`src/bmv_pkg.sv`:
```
/*
 * Shared constants for the four-channel block mover: register
 * indices, control and status bit positions, reset values and states.
 * Assumes a 16-bit register port with a 5-bit word address.
 */
package bmv_pkg;
	localparam int NCH = 4;
	localparam int RDW = 16;

	// Register index inside a channel; address bits [4:3] pick the channel.
	localparam logic [2:0] REG_ADDR_A  = 3'h0;
	localparam logic [2:0] REG_RLD_A   = 3'h1;
	localparam logic [2:0] REG_ADDR_B  = 3'h2;
	localparam logic [2:0] REG_RLD_B   = 3'h3;
	localparam logic [2:0] REG_BLEN    = 3'h4;
	localparam logic [2:0] REG_RLD_LEN = 3'h5;
	localparam logic [2:0] REG_CTRL    = 3'h6;
	localparam logic [2:0] REG_STAT    = 3'h7;

	// Control register fields.
	localparam int CB_EN   = 0;
	localparam int CB_SOFT_REQUEST_BIT = 1;
	localparam int CB_DIR  = 2;
	localparam int CB_IND  = 3;
	localparam int CB_CONT = 4;
	localparam int CB_WIDE = 5;
	localparam int CB_UPDA = 6;
	localparam int CB_ADJA = 7;
	localparam int CB_UPDB = 8;
	localparam int CB_ADJB = 9;
	localparam int CB_IE   = 10;
	localparam int CB_SEC  = 11;

	// Status register fields.
	localparam int SB_TC  = 0;
	localparam int SB_ACT = 1;

	localparam logic [15:0] RST_REG  = 16'h0000;
	localparam logic [15:0] RST_CTRL = 16'h0000;

	typedef enum logic [1:0] {
		ST_IDLE = 2'b00,
		ST_ARB  = 2'b01,
		ST_X1   = 2'b10,
		ST_X2   = 2'b11
	} bmv_state_t;
endpackage : bmv_pkg

```
`src/bmv_block_mover.sv`:
```
/*
 * Four-channel block mover: per-channel registers, fixed-priority
 * channel selection, direct and indirect bus cycles.
 * Assumes single-clock bus cycles, same-clock on-chip request lines and
 * an arbiter that holds its grant while the bus request stays high.
 */
// What this block does
// - Requests come only from on-chip lines or software.
// - Obtain bus grant before any transfer cycle.
// - Fixed priority, channel 0 highest, resolved pre-cycle.
// - Acknowledge only in cycle touching requester.
// - On block end set status, interrupt, release.
// - Continue without release if continuous and requested.
// - Next request sampled after acknowledge drops; only indirect moves with direction clear do so.
// - Address update configurable independently per channel.
// - Fixed peripheral wiring of channels zero to three.
// - Direct mode: one cycle, data not latched.
// - Intermittent releases every cycle; continuous keeps bus.
// - Direct best rate three clocks or one.
// - Direct uses counter A; direction sets way.
// - Item size eight or sixteen bits selectable.
// - Direct: decrement length, update counter A.
// - Indirect: read to temp, then write.
// - Indirect best rate four clocks or two.
// - Indirect direction swaps A and B roles.
// - Indirect: update A, B, decrement length.
// - Four channels with eight registers each.
// - Software request bit presents a request.
// - Debug halt freezes all transfer activity.
`timescale 1ns/1ps
module bmv_block_mover #(
	parameter int AW = 16
) (
	// Clock and reset.
	input  wire logic                    i_clk,
	input  wire logic                    i_nrst,
	// Register port.
	input  wire logic [4:0]              i_reg_addr,
	input  wire logic [bmv_pkg::RDW-1:0] i_reg_wdata,
	input  wire logic                    i_reg_wr,
	input  wire logic                    i_reg_rd,
	output logic      [bmv_pkg::RDW-1:0] o_reg_rdata,
	// On-chip channel request lines and acknowledges.
	input  wire logic [bmv_pkg::NCH-1:0] i_req_pri,
	input  wire logic [bmv_pkg::NCH-1:0] i_req_sec,
	output logic      [bmv_pkg::NCH-1:0] o_ack,
	// System bus master side.
	output logic                         o_bus_req,
	input  wire logic                    i_bus_gnt,
	output logic      [AW-1:0]           o_bus_addr,
	output logic                         o_bus_rd,
	output logic                         o_bus_wr,
	output logic                         o_bus_wide,
	output logic                         o_bus_flyby,
	output logic      [15:0]             o_bus_wdata,
	input  wire logic [15:0]             i_bus_rdata,
	// Debug halt and interrupt.
	input  wire logic                    i_freeze,
	output logic                         o_irq
);
	import bmv_pkg::*;

	logic [AW-1:0]  addr_a_q  [NCH];
	logic [AW-1:0]  addr_b_q  [NCH];
	logic [AW-1:0]  rld_a_q   [NCH];
	logic [AW-1:0]  rld_b_q   [NCH];
	logic [15:0]    blen_q    [NCH];
	logic [15:0]    rld_len_q [NCH];
	logic [15:0]    ctrl_q    [NCH];
	logic [NCH-1:0] tc_q;
	logic [AW-1:0]  next_a    [NCH];
	logic [AW-1:0]  next_b    [NCH];
	logic [NCH-1:0] pend;
	logic [NCH-1:0] act;
	logic [NCH-1:0] ie;

	bmv_state_t     state_q;
	logic [1:0]     ch_q;
	bmv_state_t     state_d;
	logic [1:0]     ch_d;
	logic [15:0]    tmp_q;
	logic [15:0]    rdata_q;
	logic           irq_q;

	// Channel selection.
	logic [1:0]     win;
	logic           any_pend;
	logic [15:0]    cc;
	logic           cur_ind;
	logic           cur_dir;
	logic           item_end;
	logic           last;
	logic           cont;
	logic           upd;
	logic           run;

	wire [1:0] reg_ch  = i_reg_addr[4:3];
	wire [2:0] reg_idx = i_reg_addr[2:0];

	// A software write of one channel steers only that channel; eight
	// registers per channel keep the map regular.
	genvar c;
	generate
		for (c = 0; c < NCH; c++) begin : g_ch
			wire          wr_c  = i_reg_wr && (reg_ch == 2'(c));
			wire          upd_c = upd && (ch_q == 2'(c));
			wire [AW-1:0] step  = ctrl_q[c][CB_WIDE] ? AW'(2) : AW'(1);
			wire          srcrq = ctrl_q[c][CB_SEC] ? i_req_sec[c] : i_req_pri[c];
			// One decode wire per register keeps each update block short.
			wire          wr_a    = wr_c && (reg_idx == REG_ADDR_A);
			wire          wr_ra   = wr_c && (reg_idx == REG_RLD_A);
			wire          wr_b    = wr_c && (reg_idx == REG_ADDR_B);
			wire          wr_rb   = wr_c && (reg_idx == REG_RLD_B);
			wire          wr_len  = wr_c && (reg_idx == REG_BLEN);
			wire          wr_rlen = wr_c && (reg_idx == REG_RLD_LEN);
			wire          wr_ctl  = wr_c && (reg_idx == REG_CTRL);
			wire          clr_tc  = wr_c && (reg_idx == REG_STAT) && i_reg_wdata[SB_TC];

			assign next_a[c] = !ctrl_q[c][CB_UPDA] ? addr_a_q[c] :
				(ctrl_q[c][CB_ADJA] ? addr_a_q[c] - step : addr_a_q[c] + step);
			assign next_b[c] = !ctrl_q[c][CB_UPDB] ? addr_b_q[c] :
				(ctrl_q[c][CB_ADJB] ? addr_b_q[c] - step : addr_b_q[c] + step);
			// Only on-chip lines and the software bit can raise a request.
			assign pend[c] = ctrl_q[c][CB_EN] && (blen_q[c] != 16'h0000) &&
				(ctrl_q[c][CB_SOFT_REQUEST_BIT] || srcrq);
			assign act[c] = (state_q != ST_IDLE) && (ch_q == 2'(c));
			assign ie[c]  = tc_q[c] && ctrl_q[c][CB_IE];

			// Hardware updates win over a software write to the same counter.
			always_ff @(posedge i_clk or negedge i_nrst) begin
				if (!i_nrst) begin
					addr_a_q[c] <= AW'(RST_REG);
				end else if (upd_c) begin
					addr_a_q[c] <= next_a[c];
				end else if (wr_a) begin
					addr_a_q[c] <= i_reg_wdata[AW-1:0];
				end
			end

			always_ff @(posedge i_clk or negedge i_nrst) begin
				if (!i_nrst) begin
					addr_b_q[c] <= AW'(RST_REG);
				end else if (upd_c && ctrl_q[c][CB_IND]) begin
					addr_b_q[c] <= next_b[c];
				end else if (wr_b) begin
					addr_b_q[c] <= i_reg_wdata[AW-1:0];
				end
			end

			always_ff @(posedge i_clk or negedge i_nrst) begin
				if (!i_nrst) begin
					blen_q[c] <= RST_REG;
				end else if (upd_c) begin
					blen_q[c] <= blen_q[c] - 16'h0001;
				end else if (wr_len) begin
					blen_q[c] <= i_reg_wdata;
				end
			end

			always_ff @(posedge i_clk or negedge i_nrst) begin
				if (!i_nrst) begin
					rld_a_q[c] <= AW'(RST_REG);
				end else if (wr_ra) begin
					rld_a_q[c] <= i_reg_wdata[AW-1:0];
				end
			end

			always_ff @(posedge i_clk or negedge i_nrst) begin
				if (!i_nrst) begin
					rld_b_q[c] <= AW'(RST_REG);
				end else if (wr_rb) begin
					rld_b_q[c] <= i_reg_wdata[AW-1:0];
				end
			end

			always_ff @(posedge i_clk or negedge i_nrst) begin
				if (!i_nrst) begin
					rld_len_q[c] <= RST_REG;
				end else if (wr_rlen) begin
					rld_len_q[c] <= i_reg_wdata;
				end
			end

			always_ff @(posedge i_clk or negedge i_nrst) begin
				if (!i_nrst) begin
					ctrl_q[c] <= RST_CTRL;
				end else if (wr_ctl) begin
					ctrl_q[c] <= i_reg_wdata;
				end
			end

			// Terminal count is write-one-to-clear; a new end wins.
			always_ff @(posedge i_clk or negedge i_nrst) begin
				if (!i_nrst) begin
					tc_q[c] <= 1'b0;
				end else if (upd_c && last) begin
					tc_q[c] <= 1'b1;
				end else if (clr_tc) begin
					tc_q[c] <= 1'b0;
				end
			end
		end
	endgenerate

	// Channel 0 wins; the loop runs downward so the lowest index is kept.
	always_comb begin
		win = 2'h0;
		for (int i = NCH - 1; i >= 0; i--) begin
			if (pend[i]) begin
				win = 2'(i);
			end
		end
	end

	assign any_pend = |pend;
	assign cc       = ctrl_q[ch_q];
	assign cur_ind  = cc[CB_IND];
	assign cur_dir  = cc[CB_DIR];
	assign run      = !i_freeze;
	assign item_end = run && ((state_q == ST_X1 && !cur_ind) || state_q == ST_X2);
	assign last     = blen_q[ch_q] == 16'h0001;
	assign upd      = item_end;
	// The line is read in the item's last cycle; except in indirect moves with direction clear
	// that is also the acknowledge cycle, so the line seen is still the request being served.
	assign cont     = cc[CB_CONT] && !last && pend[ch_q];

	// Bus request is held from idle-with-work until the bus is handed back.
	assign o_bus_req = (state_q == ST_IDLE) ? any_pend : 1'b1;

	// Direct: counter A only. Indirect: direction swaps A and B.
	wire use_b = cur_ind && ((state_q == ST_X1) == cur_dir);
	wire in_x  = (state_q == ST_X1) || (state_q == ST_X2);
	wire on_a  = in_x && !use_b;
	wire hw_rq = !cc[CB_SOFT_REQUEST_BIT];

	assign o_bus_addr  = use_b ? addr_b_q[ch_q] : addr_a_q[ch_q];
	assign o_bus_rd    = run && (state_q == ST_X1) && (cur_ind || !cur_dir);
	assign o_bus_wr    = run && ((state_q == ST_X2) ||
		(state_q == ST_X1 && !cur_ind && cur_dir));
	assign o_bus_wide  = in_x && cc[CB_WIDE];
	assign o_bus_flyby = in_x && !cur_ind;
	assign o_bus_wdata = tmp_q;
	assign o_irq       = irq_q;

	// Acknowledge only in the cycle that reaches the requester side.
	generate
		for (c = 0; c < NCH; c++) begin : g_ack
			assign o_ack[c] = run && hw_rq && on_a && (ch_q == 2'(c));
		end
	endgenerate

	// Next state; a frozen engine keeps its state and channel.
	always_comb begin
		state_d = state_q;
		ch_d    = ch_q;
		if (run) begin
			case (state_q)
				ST_IDLE: begin
					if (i_bus_gnt && any_pend) begin
						state_d = ST_ARB;
						ch_d    = win;
					end
				end
				ST_ARB: begin
					state_d = ST_X1;
				end
				ST_X1: begin
					if (cur_ind) begin
						state_d = ST_X2;
					end else begin
						state_d = cont ? ST_X1 : ST_IDLE;
					end
				end
				ST_X2: begin
					state_d = cont ? ST_X1 : ST_IDLE;
				end
				default: begin
					state_d = ST_IDLE;
				end
			endcase
		end
	end

	always_ff @(posedge i_clk or negedge i_nrst) begin
		if (!i_nrst) begin
			state_q <= ST_IDLE;
			ch_q    <= 2'h0;
		end else begin
			state_q <= state_d;
			ch_q    <= ch_d;
		end
	end

	// The temporary register exists for indirect cycles only; direct data
	// flies past and is never held here.
	always_ff @(posedge i_clk or negedge i_nrst) begin
		if (!i_nrst) begin
			tmp_q <= 16'h0000;
		end else if (run && state_q == ST_X1 && cur_ind) begin
			tmp_q <= i_bus_rdata;
		end
	end

	// The interrupt leaves a flop, so it lags the terminal count by one clock.
	always_ff @(posedge i_clk or negedge i_nrst) begin
		if (!i_nrst) begin
			irq_q <= 1'b0;
		end else begin
			irq_q <= |ie;
		end
	end

	// Register readback.
	wire [15:0] stat_w = {14'h0000, act[reg_ch], tc_q[reg_ch]};
	logic [15:0] rsel;
	always_comb begin
		case (reg_idx)
			REG_ADDR_A:  rsel = 16'(addr_a_q[reg_ch]);
			REG_RLD_A:   rsel = 16'(rld_a_q[reg_ch]);
			REG_ADDR_B:  rsel = 16'(addr_b_q[reg_ch]);
			REG_RLD_B:   rsel = 16'(rld_b_q[reg_ch]);
			REG_BLEN:    rsel = blen_q[reg_ch];
			REG_RLD_LEN: rsel = rld_len_q[reg_ch];
			REG_CTRL:    rsel = ctrl_q[reg_ch];
			REG_STAT:    rsel = stat_w;
			default:     rsel = 16'h0000;
		endcase
	end

	always_ff @(posedge i_clk or negedge i_nrst) begin
		if (!i_nrst) begin
			rdata_q <= 16'h0000;
		end else begin
			rdata_q <= i_reg_rd ? rsel : 16'h0000;
		end
	end

	assign o_reg_rdata = rdata_q;
endmodule : bmv_block_mover

```
`config.mk`:
```
export PLATFORM = sky130hd
export DESIGN_NAME = bmv_block_mover
export DESIGN_NICKNAME = d
export VERILOG_FILES = /design/src/bmv_pkg.sv /design/src/bmv_block_mover.sv
export SDC_FILE = /design/constraint.sdc
export NUM_CORES = 1
export LEC_CHECK = 0
export BUFFER_PORTS_ARGS = -buffer_cell sky130_fd_sc_hd__clkbuf_2
export CORE_ASPECT_RATIO = 1.5
export CORE_MARGIN = 1.5
export CORE_UTILIZATION = 30
export CTS_CLUSTER_DIAMETER = 100
export DETAILED_ROUTE_END_ITERATION = 6
export GPL_ROUTABILITY_DRIVEN = 1
export PLACE_DENSITY = 0.48
export SYNTH_ARGS = -nofsm -noshare
export SYNTH_HDL_FRONTEND = slang
export SYNTH_SLANG_ARGS = --single-unit
```
`constraint.sdc`:
```
create_clock -name i_clk -period 3.8 [get_ports i_clk]
set_input_delay 0.19 -clock i_clk [delete_from_list [all_inputs] [get_ports i_clk]]
set_output_delay 0.19 -clock i_clk [all_outputs]
set_load 0.005 [all_outputs]
```
==> Word-level counts from Yosys, hierarchy flattened <==
Cells that the tools add are included.
W data, S select, Z words.
{ "word_totals": {"elab_cells": 337, "input_bits": 51, "output_inout_bits": 58, "reg_bits": 489} }
{ "classes": {"eq_ne": 27, "n_lt_le_gt_ge": 4, "n_bitwise": 3, "n_reduce_logical": 139, "addsub": 20, "muxes": 107} }
{ "ops": {"columns": ["op", "n"], "rows": [
  ["$mux W16", 62],
  ["$bmux W16 S2", 11],
  ["$add A16 B2 Y16", 8],
  ["$pmux W16 S8", 1],
  ["$sub A16 B2 Y16", 8],
  ["$logic_and A1 B1 Y1", 88],
  ["$reduce_bool A16 Y1", 4],
  ["$sub A16 B1 Y16 const B", 4],
  ["$reduce_bool A2 Y1", 17],
  ["$mux W2", 11],
  ["$reduce_and A2 Y1", 9],
  ["$eq A16 B1 Y1 const B", 1],
  ["$mux W1", 16],
  ["$ne A2 B2 Y1 const B", 8],
  ["$eq A2 B2 Y1 const B", 6],
  ["$eq A3 B3 Y1 const B", 4],
  ["$mux W6", 2],
  ["$logic_or A1 B1 Y1", 8],
  ["$pmux W2 S4", 1],
  ["$reduce_or A4 Y1", 2],
  ["$bmux W1 S2", 3],
  ["$eq A2 B1 Y1 const B", 3],
  ["$eq A3 B2 Y1 const B", 2],
  ["$ge A3 B3 Y1 const B", 2],
  ["other kinds (10)", 19]
]} }

==> Depth between registers and ports, before layout <==
{ "depth": {"ltp_word": 12, "ltp_mapped": 13, "depth_no_buf": 13} }

==> Worst setup path before layout <==
OpenSTA, ideal clock, no wires.
{ "synth_path": {"path_type": "register -> register", "start": "register ctrl_q[9] in the netlist's numbering", "end": "register addr_b_q[15] in the netlist's numbering", "path_buffers": 0, "slack_ns": 0.902, "stages_incl_launch_ff": 13, "t_arrival_ns": 2.760, "setup_time_ns": 0.137, "required_time_ns": 3.663, "period_less_slack_ns": 2.898, "path_cell_list": "dfrtp_1 nand2_1 inv_1 ha_1 nand2b_1 a21oi_1 o41ai_1 o211ai_1 o41ai_2 or4b_1 o211ai_1 mux2i_1 a22oi_1"} }
{ "synth_between": {"elab_chain_cells": 3} }
{ "synth_rtl": {"columns": ["element", "line_no", "rtl"], "rows": [
  ["start, declared", "bmv_block_mover.sv:69", "logic [15:0] ctrl_q [NCH];"],
  ["start signal, assigned by index", "bmv_block_mover.sv:188", "ctrl_q[c] <= i_reg_wdata;"],
  ["$mux W16", "bmv_block_mover.sv:122", "(ctrl_q[c][CB_ADJB] ? addr_b_q[c] - step : addr_b_q[c] + step);"],
  ["$mux W16", "bmv_block_mover.sv:121", "assign next_b[c] = !ctrl_q[c][CB_UPDB] ? addr_b_q[c] :"],
  ["$mux W16", "bmv_block_mover.sv:143", "end else if (upd_c && ctrl_q[c][CB_IND]) begin"],
  ["end signal, assigned by index", "bmv_block_mover.sv:142", "addr_b_q[c] <= AW'(RST_REG);"],
  ["end signal, assigned by index", "bmv_block_mover.sv:144", "addr_b_q[c] <= next_b[c];"],
  ["end signal, assigned by index", "bmv_block_mover.sv:146", "addr_b_q[c] <= i_reg_wdata[AW-1:0];"],
  ["end, declared", "bmv_block_mover.sv:64", "logic [AW-1:0] addr_b_q [NCH];"]
]} }
No other way between the ends. The select of a mux whose other input is x is not followed.
A chain may end at the register's enable or synchronous reset.

==> Worst setup path in the final report <==
{ "layout_path": {"start": "register blen_q[52] in the netlist's numbering", "end": "output o_bus_req"} }
{ "layout_between": {"elab_chain_cells": 5} }
{ "layout_rtl": {"columns": ["element", "line_no", "rtl"], "rows": [
  ["start, declared", "bmv_block_mover.sv:67", "logic [15:0] blen_q [NCH];"],
  ["start signal, assigned by index", "bmv_block_mover.sv:154", "blen_q[c] <= blen_q[c] - 16'h0001;"],
  ["start signal, assigned by index", "bmv_block_mover.sv:156", "blen_q[c] <= i_reg_wdata;"],
  ["$reduce_bool A16 Y1", "bmv_block_mover.sv:124", "assign pend[c] = ctrl_q[c][CB_EN] && (blen_q[c] != 16'h0000) &&"],
  ["$logic_and A1 B1 Y1 (2 in a row)", "bmv_block_mover.sv:124", null],
  ["$reduce_or A4 Y1", "bmv_block_mover.sv:215", "assign any_pend = |pend;"],
  ["$mux W1", "bmv_block_mover.sv:228", "assign o_bus_req = (state_q == ST_IDLE) ? any_pend : 1'b1;"],
  ["end, declared", "bmv_block_mover.sv:48", "output logic o_bus_req,"]
]} }
No other way between the ends.

==> out/results.env <==
SLOWEST_DELAY_PS=600
GRT-OVFL-TOTAL=0
SYNTH.CELLS.MOST_FREQUENT='sky130_fd_sc_hd__dfrtp_1, sky130_fd_sc_hd__mux2_2, sky130_fd_sc_hd__nand2_1'
FINAL_MIN_PERIOD_OVER_CLOCK_PERIOD_PCT=96.8
SYNTH.AVG_CELL_AREA_UM2=10.5
MAX_FREQ_GHz=0.272
FILLER_CELL_COUNT=10100
WORST_MAX_SLEW_PIN_SLEW_PS=1220
NETSWITCHINGFRACTION_PCT=39.4
SLEW_HEADROOM_PCT=18.7
SETUP_VIOL=0
CRITICAL_PATH_BUF_INV_COUNT=1
DP_HPWL_UM=84600
VIA_COUNT_OF_THE_ROUTED_DESIGN=24900
DIE_X_UM=265
FINAL_NETS=3231
FP.DIEAREA_MM2=0.105
TIMING.CRITICAL_PATH.TO_TYPE='primary output'
WORSTHOLDSTART='i_reg_wdata[5]'
HOLD_VIOLATIONS=0
ANTENNA_VIOLATING_NETS_POST_ROUTE=0
POWER.STATIC_LEAKAGE_nW=15.5
MAXIMUM_VDD_DROP_mV=0.359
POSTSYNTHNETCOUNT=3109
FIRST_ITER_VIOLATIONS=1871
SYNTHTOLAYOUTAREAGROWTH_PCT=15.5
VIA_COUNT_OF_THE_FIRST_GLOBAL_ROUTING_PASS=25200
TIMING_WORST_SETUP_PATH_TYPE='flop to primary output'
LARGEST_NET_DEGREE_AT_THE_START_OF_GLOBAL_ROUTING=98
POWER_mW=24.5
PLACEMENT.IO_BUFFERS=108
POWER_SWITCHING_mW=9.65
FLOORPLAN.CORE_AREA_MM2=0.101
TIMING.CRITICAL_PATH.CELLS='or4_4, nor3_4, or3b_4, nor2_2, a31oi_2, nor3_2, nand2_1, clkbuf_2'
SETUP_TNS_PS=0
YS_WARN_COUNT=0
FLOORPLAN.ROWS=143
GRT_ANTENNA_BEFORE_REPAIR=4
STARTPOINT='blen_q[52]'
DIE-HEIGHT_UM=395
DESIGN.PORTCOUNT=109
POSTSYNTHREGISTERBITS=489
RATIO_OF_CELLS_WITH_DRIVE_ABOVE_1_IN_THE_FINAL_LAYOUT_PCT=26.0
REMAINING_ROUTING_DRC_VIOLATIONS=0
TIMING.FINAL.MAX_SLEW_VIOLATIONS=0
PROPORTION_OF_POWER_DRAWN_BY_THE_CLOCK_NETWORK_PCT=25.0
INTERNAL_POWER_mW=14.8
ROUTE.FINAL.WIRE_LENGTH_UM=116000
NETLIST-CELL-TYPE-COUNT=77
POWER.DENSITY_CELL_AREA_mW_PER_MM2=689
FF_LATCH_AREA_MM2=0.0122
SEQ_POWER_SHARE_PCT=34.0
RESULT_OF_THE_RUN='completed'
CLK_ROOT_BUFFER_CELL='sky130_fd_sc_hd__clkbuf_16'
ASYNC_RESET_FF_SHARE_PCT=100
MOST_NUMEROUS_CELL_IN_THE_YOSYS_NETLIST='sky130_fd_sc_hd__dfrtp_1'
AVERAGE_VIAS_PER_PLACED_INSTANCE=5.67
MAXCAPVIOLATIONS=0
CPLARGESTDELAYFAMILY='simple AND/OR/NAND/NOR gates'
MAIN_SYNTH_FF_TYPE='sky130_fd_sc_hd__dfrtp_1'
DRT_PASS1_ITERATIONS=5
SYN_AREA_MM2=0.0308
CLKSLEWWORSTSETUPHOLDPATHS_PS=70
HOLD_PATH.CLASS='input pin to flop'
GP_ROUTABILITY_CONGESTION=0.950
LAYOUT_MIN_CYCLE_TIME_PS=3680
SYN-INSTANCE-COUNT=2926
COMB_POWER_SHARE_PCT=41.1
CTS_TREE='yes'
SYNTH_AREA_LEADER_CELL='sky130_fd_sc_hd__dfrtp_1'
SYNTH_EDF_COUNT=0
HTREE_NUM_LEVELS=2
WORSTSKEWPAIRLATENCY_PS=670
INITIAL_UTIL_PCT=30.4
SYNTH_AREA_LEADERS='sky130_fd_sc_hd__dfrtp_1, sky130_fd_sc_hd__mux4_2, sky130_fd_sc_hd__mux2_2'
ROUTEDWLPERCELL_UM=26.5
SEQ_AREA_FRAC_SYNTH_PCT=39.7
CRIT_ARRIVAL_PS=3490
YOSYS.AREA.TOP_TYPE_SHARE_PCT=39.7
MULTI_INPUT_AREA_MM2=0.0176
CLOCK_SKEW_PS=37.5
CRITICAL_PATH_REQUIRED_PS=3610
PATH_MAX_FANOUT=8
TIMING.CRITICAL_PATH.SLOWEST_STAGE_CELL='sky130_fd_sc_hd__or4_4'
KIND_OF_START_POINT_OF_THE_CRITICAL_PATH='flop'
CTS_MAX_PATH_BUFFERS=3
GRT_PASS1_WL_UM=171000
SETUP_WS_FINAL_PS=122
GRT_SETUP_UNREPAIRED='no'
GRTUSAGETOTAL_PCT=22.0
PRE_CTS_SLACK_PS=651
HOLD_SLACK_PS=13.2
CRITICAL_PATH.REG2REG.STARTPOINT='ctrl_q[5]'
CTS-BUFFERS-INSERTED=56
CTS_NUM_SINKS=489
-- through the flow --
stage	util [%]	instance area (um^2)	std cells
final	35.0	35600	4393
after CTS	35.0	35500	4391
after global routing	35.0	35600	4392
after floorplan	-	30800	2926
after global placement	32.8	33300	4275
after detailed placement	32.8	33300	4275
-- cell usage in the layout (no fill, tap or decap), types with 36 or more instances in the layout --
cell / instances
sky130_fd_sc_hd__a211oi_1: 36
sky130_fd_sc_hd__a21oi_1: 173
sky130_fd_sc_hd__buf_4: 116
sky130_fd_sc_hd__clkbuf_16: 56
sky130_fd_sc_hd__clkbuf_2: 105
sky130_fd_sc_hd__dfrtp_1: 487
sky130_fd_sc_hd__ha_1: 124
sky130_fd_sc_hd__inv_1: 80
sky130_fd_sc_hd__mux2_2: 282
sky130_fd_sc_hd__mux4_2: 153
sky130_fd_sc_hd__nand2_1: 237
sky130_fd_sc_hd__nand2b_1: 44
sky130_fd_sc_hd__nand3_1: 54
sky130_fd_sc_hd__nor2_1: 193
sky130_fd_sc_hd__nor2b_1: 38
sky130_fd_sc_hd__nor3_1: 77
sky130_fd_sc_hd__o21ai_0: 231
sky130_fd_sc_hd__xnor2_1: 44
-- power groups by stage --
stage          Combinational [mW]  Sequential [mW]  Clock (mW)
6_report                     10.1             8.32        6.12
4_1_cts                      10.0             8.28        6.25
3_3_place_gp                 9.89             8.33           0
5_1_grt                      10.9             8.50        6.44
3_5_place_dp                 9.94             8.36           0
2_1_floorplan                6.86             7.60           0
-- registers in the layout, summed over array words and instances (netlist names) --
signal and cells:
ctrl_q 64, rld_b_q 64, addr_a_q 64, state_q 2, o_bus_wdata 16, ch_q 2, rld_a_q 64, blen_q 64
addr_b_q 64, rld_len_q 64, o_irq 1, o_reg_rdata 16, tc_q 4
-- cells by family (layout without fill, tap and decap cells) --
kind of cell             Yosys count  in the layout  share of synthesized area, %
AO/OA/AOI/OAI                    698            698                          14.1
XOR/XNOR                          79             79                          2.25
buffers and inverters            266            427                          3.33
flip-flops                       489            489                          39.7
other                              0              1                             0
AND/OR/NAND/NOR                  793            793                          12.4
adder cells (fa/ha/maj)          132            132                          5.56
multiplexers                     469            469                          22.6
-- path summary, 6_finish.rpt --
kind	cells after the start	slack, ps	end
max reg2reg	13	630	addr_b_q[15]
max in group asynchronous	4	2500	ctrl_q[25]
max	8	120	o_bus_req
min in group asynchronous	2	40	blen_q[36]
min reg2reg	2	480	rld_a_q[15]
min	3	10	addr_b_q[37]
-- routing by layer --
metal  GRT usage [%]  vias up  share of wire [%]
met1            26.0    12800                 39
met2            39.2      758                 51
met5               0        -              0.048
met3            3.32      214                5.4
li1                -    11100                  -
met4            10.2        8                5.1
-- cell type report --
cell class	instances	share of cell area (%)
Clock inverter	24	1.23
Inverter	80	0.845
Sequential cell	489	34.4
Tap cell	1305	4.59
Clock buffer	73	4.49
Antenna cell	1	0.00704
Timing Repair Buffer	250	4.97
Multi-Input combinational cell	2171	49.4
-- worst register-to-register path, cell delays in order (launching register included) --
cell and delay [ps]:
sky130_fd_sc_hd__dfrtp_1 400, sky130_fd_sc_hd__inv_1 130, sky130_fd_sc_hd__nand2_1 110, sky130_fd_sc_hd__inv_1 80
sky130_fd_sc_hd__ha_1 220, sky130_fd_sc_hd__nand2b_1 90, sky130_fd_sc_hd__a21oi_1 160, sky130_fd_sc_hd__o41ai_1 390
sky130_fd_sc_hd__o211ai_1 210, sky130_fd_sc_hd__o41ai_2 360, sky130_fd_sc_hd__or4b_1 480, sky130_fd_sc_hd__o211ai_1 130
sky130_fd_sc_hd__mux2i_1 210, sky130_fd_sc_hd__a22oi_1 80
-- what timing repair did --
item,CTS,global route
endpoints found under the hold margin,84,0
buffers inserted,0,1
gates resized for setup,0,2
hold buffers,19,0
endpoints found under the setup margin,0,1
(Power assumes the default switching activity.)
